===== config.mk =====
export PLATFORM = sky130hd
export DESIGN_NAME = supply_pulse_fuse_programmer
export DESIGN_NICKNAME = d
export VERILOG_FILES = /design/src/fuse_prog_pkg.sv /design/src/pulse_classifier.sv /design/src/supply_pulse_fuse_programmer.sv
export SDC_FILE = /design/constraint.sdc
export NUM_CORES = 1
export LEC_CHECK = 0
export BUFFER_PORTS_ARGS = -buffer_cell sky130_fd_sc_hd__buf_2
export CAP_MARGIN = 20
export CORE_ASPECT_RATIO = 0.8
export CORE_MARGIN = 2
export CORE_UTILIZATION = 35
export CTS_CLUSTER_DIAMETER = 30
export CTS_CLUSTER_SIZE = 20
export DETAILED_ROUTE_END_ITERATION = 12
export PLACE_DENSITY_LB_ADDON = 0.25
export SETUP_SLACK_MARGIN = 0.05
export SLEW_MARGIN = 20
export SYNTH_ARGS = -nofsm -noshare
export SYNTH_HDL_FRONTEND = slang
export SYNTH_HIERARCHICAL = 1
export SYNTH_SLANG_ARGS = --single-unit

===== constraint.sdc =====
create_clock -name MCLK_I -period 5.15 [get_ports MCLK_I]
set_input_delay 0.7725 -clock MCLK_I [delete_from_list [all_inputs] [get_ports MCLK_I]]
set_output_delay 0.7725 -clock MCLK_I [all_outputs]
set_load 0.01 [all_outputs]

===== src/fuse_prog_pkg.sv =====
// Constants shared by the supply-pulse fuse programmer.
package fuse_prog_pkg;
  localparam int CLK_MHZ = 25;
  // Least on-time of enable, address and lock pulses, in microseconds.
  localparam int PULSE_MIN_US = 20;
  // Least on-time of a fuse-blowing pulse, in microseconds.
  localparam int FUSE_PULSE_MIN_US = 100;
  localparam int PULSE_MIN_CYC = PULSE_MIN_US * CLK_MHZ;
  localparam int FUSE_PULSE_MIN_CYC = FUSE_PULSE_MIN_US * CLK_MHZ;
  localparam int TIMER_W = 13;
  localparam logic [TIMER_W-1:0] PULSE_MIN_CNT = TIMER_W'(PULSE_MIN_CYC);
  localparam logic [TIMER_W-1:0] FUSE_MIN_CNT = TIMER_W'(FUSE_PULSE_MIN_CYC);
  localparam int CODE_W = 7;
  localparam int ADDR_W = 8;
  localparam logic [ADDR_W-1:0] LOCK_ADDR = 8'h80;
  localparam logic [ADDR_W-1:0] ADDR_LAST = 8'h80;
  localparam int PROG_KEY_MID_MIN = 7;
  localparam int POL_KEY_MID_MIN = 1;
  localparam int POL_KEY_MID_MAX = 6;
  localparam int MID_CNT_W = 4;
  localparam logic [MID_CNT_W-1:0] MID_CNT_SAT = 4'hF;
  typedef enum logic [2:0] {
    ST_IDLE = 3'b000,
    ST_KEY_MID = 3'b001,
    ST_ADDR = 3'b010,
    ST_PEN_MID = 3'b011,
    ST_ARMED = 3'b100
  } prog_state_t;
  typedef enum logic [1:0] {
    LVL_NONE = 2'b00,
    LVL_MID = 2'b01,
    LVL_TOP = 2'b10
  } pulse_lvl_t;
endpackage : fuse_prog_pkg


===== src/pulse_classifier.sv =====
// Synchronises the supply comparators and reports each finished pulse with its level and width.
`timescale 1ns/1ps
module pulse_classifier (
  input wire logic MCLK_I,
  input wire logic ARST_N_I,
  input wire logic mid_i,
  input wire logic top_i,
  output logic done_o,
  output fuse_prog_pkg::pulse_lvl_t lvl_o,
  output logic long_o,
  output logic short_o
);
  import fuse_prog_pkg::*;
  logic [1:0] mid_sync;
  logic [1:0] top_sync;
  logic seen_top;
  logic high;
  logic [TIMER_W-1:0] width;
  wire mid_now = mid_sync[1];
  wire top_now = top_sync[1];
  wire falling = high && !mid_now;
  wire [TIMER_W-1:0] width_inc = (width == {TIMER_W{1'b1}}) ? width : width + 1'b1;

  always_ff @(posedge MCLK_I or negedge ARST_N_I) begin
    if (!ARST_N_I) begin
      mid_sync <= 2'b00;
      top_sync <= 2'b00;
      high <= 1'b0;
      seen_top <= 1'b0;
      width <= '0;
      done_o <= 1'b0;
      lvl_o <= LVL_NONE;
      long_o <= 1'b0;
      short_o <= 1'b0;
    end else begin
      mid_sync <= {mid_sync[0], mid_i};
      top_sync <= {top_sync[0], top_i};
      high <= mid_now;
      width <= mid_now ? width_inc : '0;
      seen_top <= mid_now ? (seen_top | top_now) : 1'b0;
      done_o <= falling;
      lvl_o <= falling ? (seen_top ? LVL_TOP : LVL_MID) : LVL_NONE;
      long_o <= falling && (width >= FUSE_MIN_CNT);
      short_o <= falling && (width < PULSE_MIN_CNT);
    end
  end
endmodule : pulse_classifier


===== src/supply_pulse_fuse_programmer.sv =====
// Decodes supply-pulse keys and addresses and blows code, polarity and lock fuses.
//
// Overview of operation
// - Program key: top pulse, seven or more mid pulses, top pulse, no dropout.
// - Addressed code bit plus long top pulse blows that fuse for good.
// - Polarity fuse blown by final long top pulse; stays set.
// - Polarity fuse shifts range negative only, output sense unchanged.
// - Address 128 selects lock fuse; once blown, all programming refused.
// - Addresses step one per pulse; first is top, later ones mid.
// - Polarity key: top pulse then one to six mid pulses.
`timescale 1ns/1ps
module supply_pulse_fuse_programmer (
  input wire logic MCLK_I,
  input wire logic ARST_N_I,
  input wire logic SUPPLY_OK_I,
  input wire logic MID_LEVEL_I,
  input wire logic TOP_LEVEL_I,
  input wire logic [fuse_prog_pkg::CODE_W-1:0] FUSE_CODE_I,
  input wire logic FUSE_POL_I,
  input wire logic FUSE_LOCK_I,
  output logic [fuse_prog_pkg::CODE_W-1:0] TRIAL_CODE_O,
  output logic NEG_RANGE_O,
  output logic PROG_EN_O,
  output logic BLOW_O,
  output logic [fuse_prog_pkg::ADDR_W-1:0] BLOW_SEL_O,
  output logic BLOW_POL_O,
  output logic LOCKED_O
);
  import fuse_prog_pkg::*;

  // Supply presence comes from an analog monitor, so it is synchronised too.
  logic [1:0] supply_sync;
  wire supply_ok = supply_sync[1];
  logic pdone;
  pulse_lvl_t plvl;
  logic plong;
  logic pshort;

  pulse_classifier u_cls (
    .MCLK_I(MCLK_I),
    .ARST_N_I(ARST_N_I),
    .mid_i(MID_LEVEL_I),
    .top_i(TOP_LEVEL_I),
    .done_o(pdone),
    .lvl_o(plvl),
    .long_o(plong),
    .short_o(pshort)
  );

  prog_state_t state;
  prog_state_t next_state;
  logic [MID_CNT_W-1:0] mid_cnt;
  logic [ADDR_W-1:0] addr;
  logic neg_key;
  logic pol_key_ok;
  logic [1:0] fuse_sync_stage;
  logic lock_fuse;

  // The lock fuse is a static level that is still resynchronised because it may settle late.
  always_ff @(posedge MCLK_I or negedge ARST_N_I) begin
    if (!ARST_N_I) begin
      supply_sync <= 2'b00;
      fuse_sync_stage <= 2'b00;
      lock_fuse <= 1'b0;
    end else begin
      supply_sync <= {supply_sync[0], SUPPLY_OK_I};
      fuse_sync_stage <= {fuse_sync_stage[0], FUSE_LOCK_I};
      lock_fuse <= fuse_sync_stage[1];
    end
  end

  wire locked = lock_fuse || LOCKED_O;
  wire p_top = pdone && (plvl == LVL_TOP) && !pshort;
  wire p_mid = pdone && (plvl == LVL_MID) && !pshort;
  wire p_bad = pdone && pshort;
  wire [MID_CNT_W-1:0] mid_inc = (mid_cnt == MID_CNT_SAT) ? mid_cnt : mid_cnt + 1'b1;
  wire key_is_prog = mid_cnt >= MID_CNT_W'(PROG_KEY_MID_MIN);
  wire key_is_pol = (mid_cnt >= MID_CNT_W'(POL_KEY_MID_MIN))
                 && (mid_cnt <= MID_CNT_W'(POL_KEY_MID_MAX));
  wire [ADDR_W-1:0] addr_inc = (addr == ADDR_LAST) ? addr : addr + 1'b1;
  wire [ADDR_W-1:0] neg_addr = {{(ADDR_W - MID_CNT_W){1'b0}}, mid_cnt};
  wire open_run = (next_state == ST_KEY_MID) && (state != ST_KEY_MID);
  wire neg_resolve = (state == ST_ADDR) && (next_state == ST_PEN_MID);
  // A blow needs a long top pulse after an armed key; short pulses never burn a fuse.
  wire blow_now = (state == ST_ARMED) && p_top && plong && !locked;
  wire [CODE_W-1:0] code_now = addr[CODE_W-1:0];

  always_comb begin
    next_state = state;
    unique case (state)
      ST_IDLE: begin
        if (p_top) begin
          next_state = ST_KEY_MID;
        end
      end
      // The first run after an opening top steps the positive address.
      ST_KEY_MID: begin
        if (p_top && key_is_pol) begin
          next_state = ST_ADDR;
        end else if (p_top) begin
          next_state = ST_PEN_MID;
        end
      end
      // A short first run is a positive address or a polarity key; the next run decides.
      // Negative addresses therefore stop at six, as a longer run reads as a program key.
      ST_ADDR: begin
        if (p_top && key_is_prog && !locked) begin
          next_state = ST_ARMED;
        end else if (p_top && !key_is_prog) begin
          next_state = ST_PEN_MID;
        end else if (p_top) begin
          next_state = ST_IDLE;
        end
      end
      ST_PEN_MID: begin
        if (p_top && key_is_prog && !locked) begin
          next_state = ST_ARMED;
        end else if (p_top) begin
          next_state = ST_KEY_MID;
        end
      end
      ST_ARMED: begin
        if (p_top) begin
          next_state = ST_IDLE;
        end
      end
      default: begin
        next_state = ST_IDLE;
      end
    endcase
    if (p_bad || !supply_ok) begin
      next_state = ST_IDLE;
    end
  end

  always_ff @(posedge MCLK_I or negedge ARST_N_I) begin
    if (!ARST_N_I) begin
      state <= ST_IDLE;
      mid_cnt <= '0;
      addr <= '0;
      neg_key <= 1'b0;
      pol_key_ok <= 1'b0;
    end else if (!supply_ok) begin
      state <= ST_IDLE;
      mid_cnt <= '0;
      addr <= '0;
      neg_key <= 1'b0;
      pol_key_ok <= 1'b0;
    end else begin
      state <= next_state;
      if (p_top) begin
        mid_cnt <= '0;
      end else if (p_mid) begin
        mid_cnt <= mid_inc;
      end
      // An opening top is address 0 and drops any earlier polarity key.
      if (open_run) begin
        addr <= '0;
        neg_key <= 1'b0;
        pol_key_ok <= 1'b0;
      end else if (state == ST_KEY_MID && p_mid) begin
        addr <= addr_inc;
      end else if (neg_resolve) begin
        addr <= neg_addr;
        neg_key <= 1'b1;
        pol_key_ok <= 1'b1;
      end
    end
  end

  // Output register group: all outputs come straight from flip-flops.
  always_ff @(posedge MCLK_I or negedge ARST_N_I) begin
    if (!ARST_N_I) begin
      TRIAL_CODE_O <= '0;
      NEG_RANGE_O <= 1'b0;
      PROG_EN_O <= 1'b0;
      BLOW_O <= 1'b0;
      BLOW_SEL_O <= '0;
      BLOW_POL_O <= 1'b0;
      LOCKED_O <= 1'b0;
    end else begin
      // Polarity only moves the trim range; the switch output sense is never touched here.
      TRIAL_CODE_O <= FUSE_CODE_I | code_now;
      NEG_RANGE_O <= FUSE_POL_I | (supply_ok & neg_key);
      PROG_EN_O <= supply_ok && (next_state == ST_ARMED);
      BLOW_O <= supply_ok && blow_now;
      // The polarity key with no address run blows the polarity fuse instead of a code bit.
      BLOW_POL_O <= supply_ok && blow_now && pol_key_ok && (addr == '0);
      if (blow_now) begin
        BLOW_SEL_O <= addr;
      end
      if (blow_now && addr == LOCK_ADDR) begin
        LOCKED_O <= 1'b1;
      end else if (lock_fuse) begin
        LOCKED_O <= 1'b1;
      end
    end
  end
endmodule : supply_pulse_fuse_programmer


==> impl_metrics.toml <==
[synth]
syn_area_sq_mm = 0.002993
synthFlopType = "dfrtp_1"
ys_types = 56
ys_seq_area_share_pct = 54.35
synth_compound_area_share_pct = 13.92
synth_nets = 295
yosysMostFrequentCell = "dfrtp_1"
synth_top_family_by_area = "simple AND/OR/NAND/NOR gates"
synth_edf_count = 0
yosys_warnings = 6
postSynth.asyncResetShare_pct = 100.0
ys_seq_elements = 65
synth_cells = 273
synth-simple-area-share_pct = 21.32
ys_top_cells_by_count = "65 x dfrtp_1, 28 x nor2_1, 22 x nand2_1, 13 x o21ai_0, 12 x inv_1"
netlist.area_leader.share_pct = 54.35
synth.mux.area_fraction_pct = 2.926
syn_area_per_cell_sq_um = 10.96
synth.area.top_cells = "dfrtp_1 54%, nor2_1 3.5%, ha_1 3.3%"
synth_largest_area_cell = "dfrtp_1"
synthAdderAreaFrac_pct = 3.344
synth_xor_area_share_pct = 1.463

[hold_path]
hold_depth = 0
hold_class = "reg2reg"
min_to = "supply_sync[1]$_DFF_PN0_"
timing.hold.worst.start = "supply_sync[0]$_DFF_PN0_"

[final_layout]
syn_to_final_growth_pct = 16.18
nFillCells = 860
antenna_cells = 0
layout.nets = 333
layout-drive-gt1-share_pct = 24.68

[timing]
relSlewSlack_pct = 44.65
setup_viol = 0
hold_viol = 0
fmax_mhz = 423.8
rsz0062_at_grt = "no"
whs_ns = 0.3492
slew_viol_final = 0
finalSetupTns_ns = 0
period_share_pct = 45.81
min_period_ns = 2.359
fin_skew_ns = 0.01004
worstMarginPinSlew_ns = 0.8303

[global_route]
grt_pass1_vias = 2035
overflow = 0
grt_pass1_wl_mm = 10.28
antenna_found_initial = 0
grt_use_total_pct = 14.53
grt_max_degree = 66

[floorplanning]
die_h_microns = 86.71
core_sq_mm = 0.008408
start_util_pct = 35.60
die_w_microns = 107.4
num_rows = 30
pin_count = 34
die_area_sq_mm = 0.009311

[placed_design]
port_buffers = 33
globalplace.congestion = 0.7738
dpl.hpwl_mm = 4.172

[route]
first_pass_iters = 4
remaining_drc_errors = 0
wirelength_mm = 6.194
routed_via_density = 5.065
wl_per_cell_microns = 14.47
dr_total_vias = 2168
ant_nets = 0
drtIter0Drc = 83

[critical_path]
startpoint_type = "flop"
reg2reg_to = "addr[3]$_DFFE_PN0P_"
r2r_setup_slack_ns = 2.79
critical_path.top_delay_family = "compound AO/OA/AOI/OAI gates"
cp.required_ns = 5.36
crit_chain = "inv_1 > ha_1 > or3b_1 > a32oi_1 > a22oi_1 > o41ai_4 > nor3_1"
arrival_ns = 2.57
critPathBufInv = 1
end_kind = "flop"
r2r_start = "mid_cnt[1]$_DFFE_PN0P_"
reg2regPathDepth = 7
critPathMaxStageDelay_ns = 0.62
crit_type = "reg2reg"
crit_slowest_cell = "o41ai_4"
crit_fanout = 9

[power]
p_per_area_mw_per_mm2 = 291.6
p_leak_uw = 0.001550
vdd_drop_max_mv = 0.2111
total_power_uw = 1014

[flow_run]
max-cap-violations = 0

[clocking]
cts_resized = 0
cts_sinks = 65
cts_tree = "done"
clk_latency_ns = 0.34
cts.htree.levels = 3
clockBufferDepth = 2
path_clk_slew_ns = 0.07
cts-root-buf = "clkbuf_8"
cts_setup_buffers = 0
numCtsBuffers = 9
postCtsHoldBufs = 0

[status]
status = "finished, final reports clean"
[cell type report]
cell class / instances / area [sq um] / area share [%]
Inverter: 12 / 45.04 / 1.295
Clock inverter: 4 / 51.30 / 1.475
Multi-Input combinational cell: 189 / 1286 / 36.99
Clock buffer: 12 / 155.1 / 4.462
Tap cell: 112 / 140.1 / 4.030
Timing Repair Buffer: 34 / 172.7 / 4.966
Sequential cell: 65 / 1627 / 46.78
[report_power, final]
part           switching, uW  total, uW  leakage, uW  internal (uW)
clock                    195        445     0.000103            250
sequential              8.74        530     0.000854            522
combinational           24.1       38.6     0.000593           14.5
[worst max-delay path by stage]
| stage | from | cells after the start | slack (ns) | end |
|---|---|---|---|---|
| finish | mid_cnt[1]$_DFFE_PN0P_ | 7 | 2.79 | addr[3]$_DFFE_PN0P_ |
| floorplan | mid_cnt[1]$_DFFE_PN0P_ | 7 | 3.10 | addr[3]$_DFFE_PN0P_ |
| CTS | mid_cnt[1]$_DFFE_PN0P_ | 7 | 2.78 | addr[3]$_DFFE_PN0P_ |
| global route | mid_cnt[1]$_DFFE_PN0P_ | 7 | 2.61 | addr[1]$_DFFE_PN0P_ |
| detailed placement | mid_cnt[1]$_DFFE_PN0P_ | 7 | 2.83 | addr[3]$_DFFE_PN0P_ |
| global placement | mid_cnt[1]$_DFFE_PN0P_ | 7 | 2.88 | addr[3]$_DFFE_PN0P_ |
[metrics by stage]
stage / area, sq um / std cells / worst slack, ns / utilization, %
2_1_floorplan: 2993 / 273 / 3.102 / -
3_3_place_gp: 3271 / 412 / 2.883 / 38.90
3_5_place_dp: 3271 / 412 / 2.825 / 38.90
4_1_cts: 3477 / 428 / 2.782 / 41.35
5_1_grt: 3477 / 428 / 2.610 / 41.35
6_report: 3477 / 428 / 2.791 / 41.35
[registers in the layout (all words and copies together) (netlist names), 2 cells and up]
name and cells:
supply_sync 2, mid_cnt 4, fuse_sync_stage 2, u_cls/lvl_o 2, u_cls/mid_sync 2, TRIAL_CODE_O 7, BLOW_SEL_O 8, state 3
u_cls/top_sync 2, u_cls/width 13, addr 8
[cells by family (layout without fill, tap and decap cells)]
| logic type | Yosys count | count (layout) |
|---|---|---|
| AO/OA/AOI/OAI | 57 | 57 |
| XOR/XNOR | 5 | 5 |
| adder cells (fa/ha/maj) | 8 | 8 |
| buffers and inverters | 19 | 62 |
| flip-flops | 65 | 65 |
| multiplexers | 8 | 8 |
| AND/OR/NAND/NOR | 111 | 111 |
[layout by cell type (no fill, tap or decap), types with 3 or more instances in the layout]
cell      count
nand4_1       8
nor3b_1       4
mux2_2        6
nand2_1      22
inv_1        12
nand3_1       6
dfrtp_1      65
ha_1          8
clkbuf_8     11
and2_1        4
xnor2_1       3
o21ai_0      13
a21oi_1      10
nor3_1        7
a311oi_1      6
or2_2         8
buf_2        33
nor2_1       28
a31oi_1       5
[routing by layer]
metal  vias up  share of wire (%)  GRT usage (%)
met4         0               0.47          5.944
met1      1049                 53          21.38
li1       1068                  -              -
met2        49                 42          19.22
met3         2                4.6          5.188
met5         -                  0              0
[worst reg2reg max path, stage by stage (launching register included)]
cell and delay [ns]:
dfrtp_1 0.48, inv_1 0.10, ha_1 0.18, or3b_1 0.35, a32oi_1 0.21, a22oi_1 0.16, o41ai_4 0.62, nor3_1 0.13
Power figures use the tool's default switching activity.
